### config.mk
export PLATFORM = sky130hd
export DESIGN_NAME = three_phase_commutation_pwm
export DESIGN_NICKNAME = d
export VERILOG_FILES = /design/src/core/pwm_cfg_pkg.sv /design/src/core/duty_shaper.sv /design/src/core/bemf_zero_cross.sv /design/src/core/three_phase_commutation_pwm.sv
export SDC_FILE = /design/constraint.sdc
export NUM_CORES = 2
export LEC_CHECK = 0
export ABC_AREA = 0
export BUFFER_PORTS_ARGS = -buffer_cell sky130_fd_sc_hd__buf_4
export CORE_AREA = 2 2 338 340
export CTS_BUF_LIST = sky130_fd_sc_hd__clkbuf_2 sky130_fd_sc_hd__clkbuf_4 sky130_fd_sc_hd__clkbuf_8
export DETAILED_ROUTE_END_ITERATION = 6
export DIE_AREA = 0 0 340 342
export PLACE_DENSITY_LB_ADDON = 0.08
export SYNTH_ARGS = -nofsm -noshare
export SYNTH_HDL_FRONTEND = slang
export SYNTH_HIERARCHICAL = 1
export SYNTH_SLANG_ARGS = --single-unit
### constraint.sdc
create_clock -name clk -period 30.5 [get_ports clk]
set_input_delay 3.05 -clock clk [delete_from_list [all_inputs] [get_ports clk]]
set_output_delay 3.05 -clock clk [all_outputs]
set_load 0.02 [all_outputs]
### src/core/pwm_cfg_pkg.sv
// Package: register map, fields, angle scale and drive table of the commutation PWM
// Behaviour
// - Shape bit clear: peak duty times per-phase sine envelope.
// - Shape bit set: phases driven in turn, duty ramped at interval ends.
// - Two-phase bit clear, shape bit clear: all three phases switch PWM, except the floating phase while the bemf window is open.
// - Two-phase bit set, shape bit clear: one phase held low, other two switch PWM, except the floating phase while the bemf window is open.
// - Trapezoid walks six table states; direction bit picks the way.
// - High: only high switch on; low: only low switch; float: both off.
// - Trapezoid duty ramps between minimum and maximum duty.
// - Overmod codes 1, 2, 3 give 112.5, 125, 150 percent; 0 disables.
// - Overmod factor scales every duty, saturating at full duty.
// - Floating phase compared with centre reference gives the zero crossing.
// - Centre reference follows bridge levels in PWM on and off.
// - Zero crossings correct estimated position and commutation rate.
// - Window code steps 1.4 degrees from 1.4 to 43.4; code 31 is 60.
package pwm_cfg_pkg;
  // Register offsets
  localparam logic [7:0] ADDR_CTRL = 8'h00;
  localparam logic [7:0] ADDR_DUTY = 8'h04;
  localparam logic [7:0] ADDR_SPEED = 8'h08;
  localparam logic [7:0] ADDR_STATUS = 8'h0c;
  // Field positions
  localparam int F_SHAPE = 0;
  localparam int F_TWO_PH = 1;
  localparam int F_DIR = 2;
  localparam int F_ADV = 3;
  localparam int F_OVM = 4;
  localparam int F_BW = 6;
  localparam int F_RUN = 11;
  localparam int F_MIN = 8;
  // Reset values
  localparam logic [11:0] CTRL_RST = 12'h000;
  localparam logic [7:0] PEAK_RST = 8'h80;
  localparam logic [7:0] MIN_RST = 8'h00;
  localparam logic [15:0] SPEED_RST = 16'h0100;
  // Angle scale: 256 counts per 60 degree sector
  localparam int SECTOR = 256;
  localparam logic [11:0] CYCLE = 12'h600;
  localparam logic [10:0] CYCLE_LAST = 11'h5ff;
  localparam logic [10:0] HALF_CYCLE = 11'h300;
  localparam logic [7:0] MID = 8'h80;
  localparam int BW_STEP_TENTHS = 14;
  localparam int SECTOR_TENTHS = 600;
  localparam logic [4:0] BW_FULL = 5'h1f;
  localparam int RAMP_SHIFT = 6;
  localparam logic [6:0] RAMP_LEN = 7'h40;
  localparam logic [10:0] HI_LEN = 11'h200;
  localparam logic [7:0] DUTY_FULL = 8'hff;
  localparam logic [7:0] CARRIER_LAST = 8'hfe;
  // Phase offsets: sine peak and start of high interval, A first
  localparam logic [10:0] SIN_OFS [3] = '{11'h580, 11'h380, 11'h180};
  localparam logic [10:0] HI_OFS [3] = '{11'h500, 11'h300, 11'h100};

  typedef enum logic [1:0] {DRV_Z = 2'b00, DRV_HI = 2'b01, DRV_LO = 2'b10} drive_t;

  // Angle addition modulo one electrical cycle
  function automatic logic [10:0] ang_add(input logic [10:0] a, input logic [10:0] b);
    logic [11:0] s;
    s = {1'b0, a} + {1'b0, b};
    return (s >= CYCLE) ? 11'(s - CYCLE) : s[10:0];
  endfunction : ang_add

  // Six-state table, sector 0 is state 1, phase 0 is A
  function automatic drive_t table_drive(input logic [2:0] sec, input logic [1:0] ph);
    logic [5:0] r;
    unique case (sec)
      3'h0: r = {DRV_Z, DRV_LO, DRV_HI};
      3'h1: r = {DRV_HI, DRV_LO, DRV_Z};
      3'h2: r = {DRV_HI, DRV_Z, DRV_LO};
      3'h3: r = {DRV_Z, DRV_HI, DRV_LO};
      3'h4: r = {DRV_LO, DRV_HI, DRV_Z};
      3'h5: r = {DRV_LO, DRV_Z, DRV_HI};
      default: r = 6'h00;
    endcase
    return drive_t'((ph == 2'h0) ? r[5:4] : (ph == 2'h1) ? r[3:2] : r[1:0]);
  endfunction : table_drive

  // Index of the floating phase in each sector
  function automatic logic [1:0] undriven_phase(input logic [2:0] sec);
    unique case (sec)
      3'h0, 3'h3: return 2'h0;
      3'h2, 3'h5: return 2'h1;
      default: return 2'h2;
    endcase
  endfunction : undriven_phase
endpackage : pwm_cfg_pkg

### src/core/duty_shaper.sv
// Per-phase duty shaping: sine or trapezoid envelope, then overmodulation
`timescale 1ns/1ps
module duty_shaper (
  // Mode
  input wire logic shape,
  input wire logic two_phase,
  input wire logic [1:0] overmod_level,
  // Levels and electrical angle
  input wire logic [7:0] peak,
  input wire logic [7:0] min_duty,
  input wire logic [10:0] angle,
  // Duty per phase, index 0 is phase A
  output logic [2:0][7:0] duty
);
  // Parabolic half-wave sine, +-252; cheaper than a table
  function automatic logic signed [9:0] para_sin(input logic [10:0] th);
    logic [9:0] x;
    logic [21:0] p;
    x = (th >= pwm_cfg_pkg::HALF_CYCLE) ? 10'(th - pwm_cfg_pkg::HALF_CYCLE) : th[9:0];
    p = 22'(x) * 22'(10'h300 - x) * 22'h00_0007;
    return (th >= pwm_cfg_pkg::HALF_CYCLE) ? -$signed({2'b00, p[19:12]}) : $signed({2'b00, p[19:12]});
  endfunction : para_sin

  // Envelope, ramp and overmodulation for all phases
  always_comb begin
    logic signed [9:0] s [3];
    logic signed [9:0] s_min;
    logic [10:0] d;
    logic [18:0] m;
    logic [7:0] env;
    logic [15:0] raw;
    logic [10:0] p;
    logic [10:0] q;
    logic [14:0] span;
    logic [11:0] sc;
    s = '{10'sh000, 10'sh000, 10'sh000};
    d = 11'h000;
    m = 19'h0_0000;
    env = 8'h00;
    raw = 16'h0000;
    p = 11'h000;
    q = 11'h000;
    span = 15'h0000;
    sc = 12'h000;
    duty = '0;
    for (int i = 0; i < 3; i++) s[i] = para_sin(pwm_cfg_pkg::ang_add(angle, pwm_cfg_pkg::SIN_OFS[i]));
    s_min = s[0];
    if (s[1] < s_min) s_min = s[1];
    if (s[2] < s_min) s_min = s[2];
    for (int i = 0; i < 3; i++) begin
      if (!shape) begin
        if (two_phase) begin
          // Lowest phase sits at zero and stays low side on
          d = 11'(s[i]) - 11'(s_min);
          m = 19'(d) * 19'h0_0096;
          env = (m[18:16] != 3'h0) ? 8'hff : m[15:8];
        end else begin
          d = 11'(s[i]) + 11'h100;
          env = d[8:1];
        end
        raw = 16'(peak) * 16'(env);
        raw = {8'h00, raw[15:8]};
      end else begin
        // Ramp up and down across the 120 degree high interval
        p = pwm_cfg_pkg::ang_add(angle, pwm_cfg_pkg::HI_OFS[i]);
        q = (p < pwm_cfg_pkg::HI_LEN) ? ((p < pwm_cfg_pkg::HI_LEN - p - 11'h001) ? p : 11'(pwm_cfg_pkg::HI_LEN - p - 11'h001)) : 11'h000;
        if (q > 11'(pwm_cfg_pkg::RAMP_LEN)) q = 11'(pwm_cfg_pkg::RAMP_LEN);
        span = (peak > min_duty) ? 15'(peak - min_duty) * 15'(q) : 15'h0000;
        raw = 16'(min_duty) + 16'(span >> pwm_cfg_pkg::RAMP_SHIFT);
      end
      // Factor in eighths: 8, 9, 10, 12
      unique case (overmod_level)
        2'h0: sc = 12'(raw[7:0]) * 12'h008;
        2'h1: sc = 12'(raw[7:0]) * 12'h009;
        2'h2: sc = 12'(raw[7:0]) * 12'h00a;
        2'h3: sc = 12'(raw[7:0]) * 12'h00c;
      endcase
      duty[i] = sc[11] ? pwm_cfg_pkg::DUTY_FULL : sc[10:3];
    end
  end
endmodule : duty_shaper

### src/core/bemf_zero_cross.sv
// Bemf window and zero-crossing detection on the floating phase
`timescale 1ns/1ps
module bemf_zero_cross (
  // Clock, reset, enable
  input wire logic clk,
  input wire logic sys_rst,
  input wire logic ce,
  // Configuration
  input wire logic run,
  input wire logic [4:0] bw_code,
  // Position in sector (direction corrected), floating phase, bridge state
  input wire logic [7:0] pos,
  input wire logic [1:0] undriven,
  input wire logic pwm_on,
  // Sensed levels
  input wire logic [9:0] sense_a,
  input wire logic [9:0] sense_b,
  input wire logic [9:0] sense_c,
  input wire logic [9:0] bus_sense,
  // Results
  output logic win_open,
  output logic zc,
  output logic [7:0] zc_pos
);
  typedef struct packed {
    logic armed;
    logic done;
    logic above;
    logic [1:0] und;
    logic zc;
    logic [7:0] zc_pos;
  } zc_state_t;

  zc_state_t st_r, st_nxt;

  // Window width in angle counts
  function automatic logic [8:0] win_width(input logic [4:0] code);
    int w;
    w = (int'(code) + 1) * pwm_cfg_pkg::BW_STEP_TENTHS * pwm_cfg_pkg::SECTOR / pwm_cfg_pkg::SECTOR_TENTHS;
    if (code == pwm_cfg_pkg::BW_FULL) w = pwm_cfg_pkg::SECTOR;
    return 9'(w);
  endfunction : win_width

  // One crossing per window; re-armed when the floating phase changes
  always_comb begin
    logic [8:0] half;
    logic [9:0] lvl;
    logic [9:0] ref_lvl;
    logic above_now;
    half = win_width(bw_code) >> 1;
    win_open = run && ({1'b0, pos} >= 9'(pwm_cfg_pkg::MID) - half) && ({1'b0, pos} < 9'(pwm_cfg_pkg::MID) + half);
    lvl = (undriven == 2'h0) ? sense_a : (undriven == 2'h1) ? sense_b : sense_c;
    ref_lvl = pwm_on ? (bus_sense >> 1) : 10'h000;
    above_now = lvl > ref_lvl;
    st_nxt = st_r;
    st_nxt.zc = 1'b0;
    st_nxt.und = undriven;
    if (!win_open || undriven != st_r.und) begin
      st_nxt.armed = 1'b0;
      st_nxt.done = 1'b0;
    end else if (!st_r.done) begin
      if (!st_r.armed) begin
        st_nxt.armed = 1'b1;
        st_nxt.above = above_now;
      end else if (above_now != st_r.above) begin
        st_nxt.zc = 1'b1;
        st_nxt.zc_pos = pos;
        st_nxt.done = 1'b1;
      end
    end
  end

  // State register, frozen while ce is low
  always_ff @(posedge clk) begin
    if (sys_rst) begin
      st_r <= '0;
    end else if (ce) begin
      st_r <= st_nxt;
    end
  end

  assign zc = st_r.zc;
  assign zc_pos = st_r.zc_pos;
endmodule : bemf_zero_cross

### src/core/three_phase_commutation_pwm.sv
// Top: register port, commutation timing, PWM carrier and gate outputs
`timescale 1ns/1ps
module three_phase_commutation_pwm (
  // Clock, reset, enable
  input wire logic clk,
  input wire logic sys_rst,
  input wire logic ce,
  // Register port
  input wire logic [7:0] addr,
  input wire logic [31:0] wr_data,
  input wire logic wr_en,
  input wire logic rd_en,
  output logic [31:0] rd_data,
  // Sensed phase and bus levels
  input wire logic [9:0] phase_sense_a,
  input wire logic [9:0] phase_sense_b,
  input wire logic [9:0] phase_sense_c,
  input wire logic [9:0] bus_sense,
  // Gate drive, high side and low side per phase
  output logic phase_a_output_hs,
  output logic phase_a_output_ls,
  output logic phase_b_output_hs,
  output logic phase_b_output_ls,
  output logic phase_c_output_hs,
  output logic phase_c_output_ls
);
  typedef struct packed {
    logic [11:0] ctrl;
    logic [7:0] peak;
    logic [7:0] min_duty;
    logic [15:0] speed;
    logic [15:0] frac;
    logic [10:0] angle;
    logic [7:0] carrier;
    logic [7:0] zc_cnt;
    logic [2:0] hs;
    logic [2:0] ls;
    logic [31:0] rd_data;
  } top_state_t;

  localparam top_state_t ST_RST = '{
    ctrl: pwm_cfg_pkg::CTRL_RST,
    peak: pwm_cfg_pkg::PEAK_RST,
    min_duty: pwm_cfg_pkg::MIN_RST,
    speed: pwm_cfg_pkg::SPEED_RST,
    default: '0
  };

  top_state_t st_r, st_nxt;

  // Control fields
  logic shape;
  logic two_ph;
  logic dir;
  logic adv;
  logic run;
  logic [1:0] overmod_level;
  logic [4:0] bw;

  // Position and detection
  logic [2:0] sector;
  logic [7:0] pos_dir;
  logic [1:0] und;
  logic [2:0][7:0] duty;
  logic win_open;
  logic zc;
  logic [7:0] zc_pos;

  assign shape = st_r.ctrl[pwm_cfg_pkg::F_SHAPE];
  assign two_ph = st_r.ctrl[pwm_cfg_pkg::F_TWO_PH];
  assign dir = st_r.ctrl[pwm_cfg_pkg::F_DIR];
  assign adv = st_r.ctrl[pwm_cfg_pkg::F_ADV];
  assign run = st_r.ctrl[pwm_cfg_pkg::F_RUN];
  assign overmod_level = st_r.ctrl[pwm_cfg_pkg::F_OVM +: 2];
  assign bw = st_r.ctrl[pwm_cfg_pkg::F_BW +: 5];

  // Sector index and position, mirrored in reverse so the window stays centred
  assign sector = st_r.angle[10:8];
  assign pos_dir = dir ? ~st_r.angle[7:0] : st_r.angle[7:0];
  assign und = pwm_cfg_pkg::undriven_phase(sector);

  duty_shaper u_shaper (
    .shape(shape),
    .two_phase(two_ph),
    .overmod_level(overmod_level),
    .peak(st_r.peak),
    .min_duty(st_r.min_duty),
    .angle(st_r.angle),
    .duty(duty)
  );

  // Reference follows the gates actually driven on the bridge
  bemf_zero_cross u_bemf (
    .clk(clk),
    .sys_rst(sys_rst),
    .ce(ce),
    .run(run),
    .bw_code(bw),
    .pos(pos_dir),
    .undriven(und),
    .pwm_on(|st_r.hs),
    .sense_a(phase_sense_a),
    .sense_b(phase_sense_b),
    .sense_c(phase_sense_c),
    .bus_sense(bus_sense),
    .win_open(win_open),
    .zc(zc),
    .zc_pos(zc_pos)
  );

  // Next state: timing, correction, gates, register access
  always_comb begin
    logic [16:0] sum;
    logic signed [8:0] err;
    logic signed [8:0] adj;
    logic signed [17:0] spd;
    logic on;
    pwm_cfg_pkg::drive_t drv;
    sum = 17'h0_0000;
    err = 9'sh000;
    adj = 9'sh000;
    spd = 18'sh0_0000;
    on = 1'b0;
    drv = pwm_cfg_pkg::DRV_Z;
    st_nxt = st_r;

    // Free-running PWM carrier, 255 steps so duty 255 is always on
    st_nxt.carrier = (st_r.carrier == pwm_cfg_pkg::CARRIER_LAST) ? 8'h00 : st_r.carrier + 8'h01;

    // Commutation timer: phase accumulator steps the angle
    if (run) begin
      sum = 17'(st_r.frac) + 17'(st_r.speed);
      st_nxt.frac = sum[15:0];
      if (sum[16]) begin
        st_nxt.angle = dir ? pwm_cfg_pkg::ang_add(st_r.angle, pwm_cfg_pkg::CYCLE_LAST)
                           : pwm_cfg_pkg::ang_add(st_r.angle, 11'h001);
      end
    end

    // Early crossing pulls position forward and raises the rate
    if (run && zc) begin
      err = $signed({1'b0, pwm_cfg_pkg::MID}) - $signed({1'b0, zc_pos});
      adj = dir ? -(err >>> 1) : (err >>> 1);
      st_nxt.angle = pwm_cfg_pkg::ang_add(st_nxt.angle,
                                          adj[8] ? 11'(pwm_cfg_pkg::CYCLE + 12'(adj)) : 11'(adj));
      spd = $signed({2'b00, st_r.speed}) + 18'(err);
      if (spd < 18'sh0_0001) st_nxt.speed = 16'h0001;
      else if (spd > 18'sh0_ffff) st_nxt.speed = 16'hffff;
      else st_nxt.speed = spd[15:0];
      st_nxt.zc_cnt = st_r.zc_cnt + 8'h01;
    end

    // Gate states per phase
    for (int i = 0; i < 3; i++) begin
      on = st_r.carrier < duty[i];
      drv = pwm_cfg_pkg::table_drive(sector, 2'(i));
      st_nxt.hs[i] = 1'b0;
      st_nxt.ls[i] = 1'b0;
      if (run && shape) begin
        // Table drive; high phase chops its high side only
        st_nxt.hs[i] = (drv == pwm_cfg_pkg::DRV_HI) && on;
        st_nxt.ls[i] = (drv == pwm_cfg_pkg::DRV_LO);
      end else if (run && !(win_open && und == 2'(i))) begin
        // Complementary switching; the floating phase opens for sensing
        st_nxt.hs[i] = on;
        st_nxt.ls[i] = !on;
      end
    end

    // Register writes; a speed write overrides the correction
    if (wr_en) begin
      unique case (addr)
        pwm_cfg_pkg::ADDR_CTRL: st_nxt.ctrl = wr_data[11:0];
        pwm_cfg_pkg::ADDR_DUTY: begin
          st_nxt.peak = wr_data[7:0];
          st_nxt.min_duty = wr_data[pwm_cfg_pkg::F_MIN +: 8];
        end
        pwm_cfg_pkg::ADDR_SPEED: st_nxt.speed = wr_data[15:0];
        default: ;
      endcase
    end

    // Read data stand for one cycle, zero otherwise and when unmapped
    st_nxt.rd_data = 32'h0000_0000;
    if (rd_en) begin
      unique case (addr)
        pwm_cfg_pkg::ADDR_CTRL: st_nxt.rd_data = {20'h0_0000, st_r.ctrl};
        pwm_cfg_pkg::ADDR_DUTY: st_nxt.rd_data = {16'h0000, st_r.min_duty, st_r.peak};
        pwm_cfg_pkg::ADDR_SPEED: st_nxt.rd_data = {16'h0000, st_r.speed};
        pwm_cfg_pkg::ADDR_STATUS: st_nxt.rd_data = {3'h0, st_r.angle, win_open, adv && two_ph,
                                                    st_r.zc_cnt, 5'h00, sector + 3'h1};
        default: st_nxt.rd_data = 32'h0000_0000;
      endcase
    end
  end

  // State register, frozen while ce is low
  always_ff @(posedge clk) begin
    if (sys_rst) begin
      st_r <= ST_RST;
    end else if (ce) begin
      st_r <= st_nxt;
    end
  end

  // Outputs straight from state
  assign rd_data = st_r.rd_data;
  assign phase_a_output_hs = st_r.hs[0];
  assign phase_a_output_ls = st_r.ls[0];
  assign phase_b_output_hs = st_r.hs[1];
  assign phase_b_output_ls = st_r.ls[1];
  assign phase_c_output_hs = st_r.hs[2];
  assign phase_c_output_ls = st_r.ls[2];
endmodule : three_phase_commutation_pwm

# After elaboration in Yosys (flattened, before gate mapping)
# Cells that the tools add are included.
# word_totals
register_bits,139
inputBits,85
out_inout_bits,38
word_cells,288
# op_classes
add_sub_neg,54
mul,25
div,1
order_cmp,32
n_eq_ne,24
muxes,92
n_bitwise,4
n_reduce_logical,39
# ops
cell,count
11-bit 2-to-1 mux,26
12-bit case mux with 4 select lines,3
8-bit 2-to-1 mux,17
29-bit case mux with 4 select lines,1
"12-bit by 11-bit greater-or-equal comparator with 1-bit output, second input constant",9
10-bit 2-to-1 mux,10
"11-bit subtractor, second input constant",9
16-bit 2-to-1 mux,5
10-bit by 22-bit multiplier with 22-bit output,3
"22-bit by 3-bit multiplier with 20-bit output, second input constant",3
9-bit 2-to-1 mux,7
"11-bit by 7-bit multiplier with 18-bit output, second input constant",3
8-bit by 8-bit multiplier with 16-bit output,3
15-bit by 11-bit multiplier with 14-bit output,3
14-bit 2-to-1 mux,3
"11-bit by 11-bit adder with 12-bit output, second input constant",3
"8-bit by 4-bit multiplier with 12-bit output, second input constant",3
6-bit case mux with 6 select lines,1
"11-bit by 10-bit greater-or-equal comparator with 1-bit output, second input constant",3
"11-bit by 7-bit > comparator with 1-bit output, second input constant",3
"11-bit by 10-bit less-than comparator with 1-bit output, second input constant",3
11-bit less-than comparator,3
"8-bit by 3-bit multiplier with 11-bit output, second input constant",3
10-bit by 10-bit subtractor with 11-bit output,3
other kinds (64),141

# Longest topological paths before layout
# depth
depth_word,29
ltp_mapped,143
ltp_nobuf,135

# By module
# The synthesis kept the hierarchy.
# by_module_without_submodules
mod,n_inst,cells_per_inst,area_each_um2,seq_area_each_um2
duty_shaper,1,4443,36620.1,0.0
three_phase_commutation_pwm,1,1145,9059.9,2442.3
bemf_zero_cross,1,637,4782.1,280.3

# Worst setup path after synthesis
# OpenSTA, ideal clock, no wires.
# synth_path
path_kind,reg2reg
from,register st_r (netlist bit sector[0])
to,register st_r (netlist bit phase_c_output_hs)
setup_time_ps,70
arrival_ps,28390
t_required_ps,30430
setup_slack_ps,2040
path_stages_with_launch,132
period_less_slack_ps,28460
cell_sequence,dfxtp_1 > clkbuf_1 > inv_1 > ha_1 > a21boi_0 > xnor2_1 > ha_1 > nand2_1 > nor3_2 > o21bai_2 > a21oi_1 > ha_1 > a21oi_1 > mux2i_1 > or2_1 > clkbuf_2 > buf_6 > mux2i_1 > [... 96 more ...] > o21bai_1 > a21oi_1 > o21bai_1 > a221oi_1 > o22a_1 > or3_1 > clkbuf_1 > o211ai_1 > inv_1 > ha_1 > a21o_1 > a21o_1 > a21oi_1 > nor2b_1 > o21ai_0 > a21oi_1 > or3_1 > a21oi_1
# synth_lines
item,line,rtl
from (decl),three_phase_commutation_pwm.sv:49,"top_state_t st_r, st_nxt;"
from (signal assigned),three_phase_commutation_pwm.sv:202,st_r <= st_nxt;

==> impl_metrics.tcl <==
set metrics [dict create \
    route.detailed.wl_per_inst_um 18.8 \
    finalMaxSlewViolations 0 \
    critical_path.most_common_cell "sky130_fd_sc_hd__inv_1" \
    critical_path.startpoint_type "flip-flop" \
    yosysWarnings 6 \
    core_area_sq_mm 0.113 \
    tritoncts_num_sinks 136 \
    detail_route.iter0.violations 2574 \
    floorplan.die.width_um 340 \
    worstReg2RegStart "sector[0]" \
    required_ns 30.85 \
    dominantRegCellSynth "sky130_fd_sc_hd__dfxtp_1" \
    die_area_sq_mm 0.116 \
    final.period_utilization 0.946 \
    number_of_synthesized_flops_with_an_enable_pin 0 \
    top_level_ports 123 \
    cts.htree.levels 4 \
    yosys.area_share.xor_xnor 0.0789 \
    finalHoldViolations 0 \
    worst-path-max-fanout 27 \
    yosysTopAreaCellShare 0.205 \
    via_cell_ratio 5.49 \
    clock_root_buffer "sky130_fd_sc_hd__clkbuf_8" \
    grt_pass1_wl_um 235000 \
    postRouteAntennaNets 0 \
    maximum_number_of_pins_on_one_net_before_global_route_repair 75 \
    worst_slew_pin_slew_ns 1.23 \
    post-route-min-period_ns 28.85 \
    grt_antenna_before_repair 5 \
    min-delay-start "st_r[72]" \
    postSynthCellCount 6225 \
    core.rowCount 124 \
    worstSkewPairLatency_ns 0.50 \
    routability_congestion_estimate_from_global_placement 0.896 \
    layout-area-overhead-vs-synth_pct 6.24 \
    synth_compound_area_frac 0.171 \
    netlist-cell-type-count 151 \
    share_of_cell_area_taken_by_muxes_after_synthesis 0.0215 \
    setup_viol 0 \
    globalRouteTotalUtil 0.251 \
    timing.max_cap.violations 0 \
    layout.nets 7638 \
    clock_tree.buffer_depth 2 \
    num_vias 42787 \
    place_inst 7754 \
    synthesis.area_per_instance_sq_um 8.11 \
    dominant_combinational_cell_family_by_area_after_synthesis "adder cells" \
    die_y_um 342 \
    cts_made_buffers 17 \
    hold_class "reg -> reg" \
    dp_hpwl_um 120000 \
    timing.fmax_ghz 0.0347 \
    clkTransAtPathRegs_ns 0.09 \
    run_status "complete, no violations" \
    floorplan.initialDensity 0.446 \
    asyncSetResetFlopFracSynth 0 \
    drc_errors 0 \
    reg2reg_setup_slack_ns 1.65 \
    critPathSlowestCell "sky130_fd_sc_hd__o21ai_0" \
    clock_tree_from_tritoncts "done" \
    yosys_register_bits 136 \
    criticalPathCategory "reg -> reg" \
    commonest_cells_after_routing_fill_and_taps_aside "sky130_fd_sc_hd__inv_1 (866), sky130_fd_sc_hd__ha_1 (767), sky130_fd_sc_hd__fa_1 (518)" \
    overflow 0 \
    yosys-top-cells-area "sky130_fd_sc_hd__fa_1 (21%), sky130_fd_sc_hd__ha_1 (19%), sky130_fd_sc_hd__inv_1 (6.4%)" \
    crit_path_max_incr_delay_ns 0.68 \
    setup.worst_path.start "sector[0]" \
    timing.max_slew.rel_slack 0.173 \
    final_common_cell "sky130_fd_sc_hd__inv_1" \
    yosysSeqAreaShare 0.0540 \
    synth_simple_gate_area_frac 0.188 \
    mappedNetlistArea_sq_mm 0.0505 \
    grt_pass1_vias 42217 \
    data_arrival_time_of_the_critical_path_ns 29.20 \
    post_synth_fa_ha_maj_area_fraction 0.398 \
    layout.cells.non_filler 7791 \
    first_pass_iters 5 \
    clock-skew-final_ns 0.0210 \
    post_route_cells_drive_above_1_share 0.0830 \
    critPathCaptureType "flip-flop" \
    port-buffer-count 102 \
    synthDominantAreaCellType "sky130_fd_sc_hd__fa_1" \
    finalWirelength_um 146000 \
]
-- area by class of cell --
cell class / instances / area [sq um]
antenna: 1 / 2.50
timing repair buffer: 210 / 1580
tap: 1512 / 1890
clock inverter: 14 / 110
inverter: 877 / 3290
fill: 11358 / 59500
multi-input combinational: 5023 / 43800
sequential: 136 / 2730
clock buffer: 18 / 248
-- registers in the layout, summed over array words and instances, names as in the netlist, 2 cells and up --
signal	flops
bw	5
u_bemf/zc_pos	8
overmod_level	2
u_bemf/st_r	5
rd_data	29
sector	3
st_r	73
-- per-stage QoR --
stage | util | hold WS [ns] | setup TNS, ns | area, sq um | worst slack, ns
3_3_place_gp | 0.468 | 0.447 | 0 | 53000 | 0.420
4_1_cts | 0.472 | 0.465 | 0 | 53300 | 0.136
6_report | 0.474 | 0.464 | 0 | 53600 | 1.65
3_5_place_dp | 0.468 | 0.451 | 0 | 53000 | 0.0709
2_1_floorplan | - | 0.436 | 0 | 50700 | 2.04
5_1_grt | 0.474 | 0.480 | -0.0428 | 53600 | -0.0347
-- critical path, delay by kind of cell, from the launching register on --
family	cells	cell delay, ns
flops	1	0.33
buf+inv	17	1.72
mux	1	0.30
xor+xnor	4	1.03
fa+ha+maj	27	11.08
compound gates	41	9.52
simple gates	28	4.64
-- timing repair --
item                                    4_1_cts  5_1_grt
endpoints found under the setup margin        1        6
gates resized for setup                       4       51
hold buffers                                  0        0
pin swaps                                     0        3
buffers inserted                              0        4
-- final timing paths --
kind / cells after the start / to
min: 2 / st_r[72]
max reg2reg: 118 / phase_b_output_ls
max: 118 / phase_b_output_ls
min reg2reg: 2 / st_r[72]
-- cells in the mapped netlist, drive strengths merged, types with 15 or more instances --
library cell and n:
mux2 15, or3 51, and2 210, nor2 504, o21bai 37, buf 92, clkbuf 154, or2 74
a31oi 46, inv 872, xnor2 300, a221oi 15, a21o 108, fa 518, nand3 100, nand2b 103
o21a 60, nand2 443, a2111oi 16, nor4 25, xor2 136, ha 770, a211oi 50, dfxtp 136
nor2b 112, a22oi 37, nand4 41, mux2i 63, o31ai 23, a31o 15, a21oi 361, o211ai 33
o21ai 245, nor3b 17, nor3 118, o2111ai 16, and3 29
-- metal layers --
| layer | track usage | part of all wire | vias to the layer above |
|---|---|---|---|
| met4 | 0.0482 | 0.019 | 2 |
| li1 | - | - | 20983 |
| met3 | 0.0139 | 0.036 | 129 |
| met5 | 0 | 0.000096 | - |
| met1 | 0.346 | 0.46 | 20851 |
| met2 | 0.437 | 0.48 | 822 |
-- logic make-up (layout without fill, tap and decap cells) --
group,Yosys count,after routing
and+or+nand+nor,1888,1888
adders and majority gates,1298,1298
AOI/OAI and AO/OA,1247,1247
buffers and inverters,1123,1119
xor gates and xnor gates,441,441
DFF,136,136
muxes,89,89
other,3,61
Power is left out: the tool's default activity adds up to more than one toggle a clock period on the data nets, which glitch-free logic cannot reach.
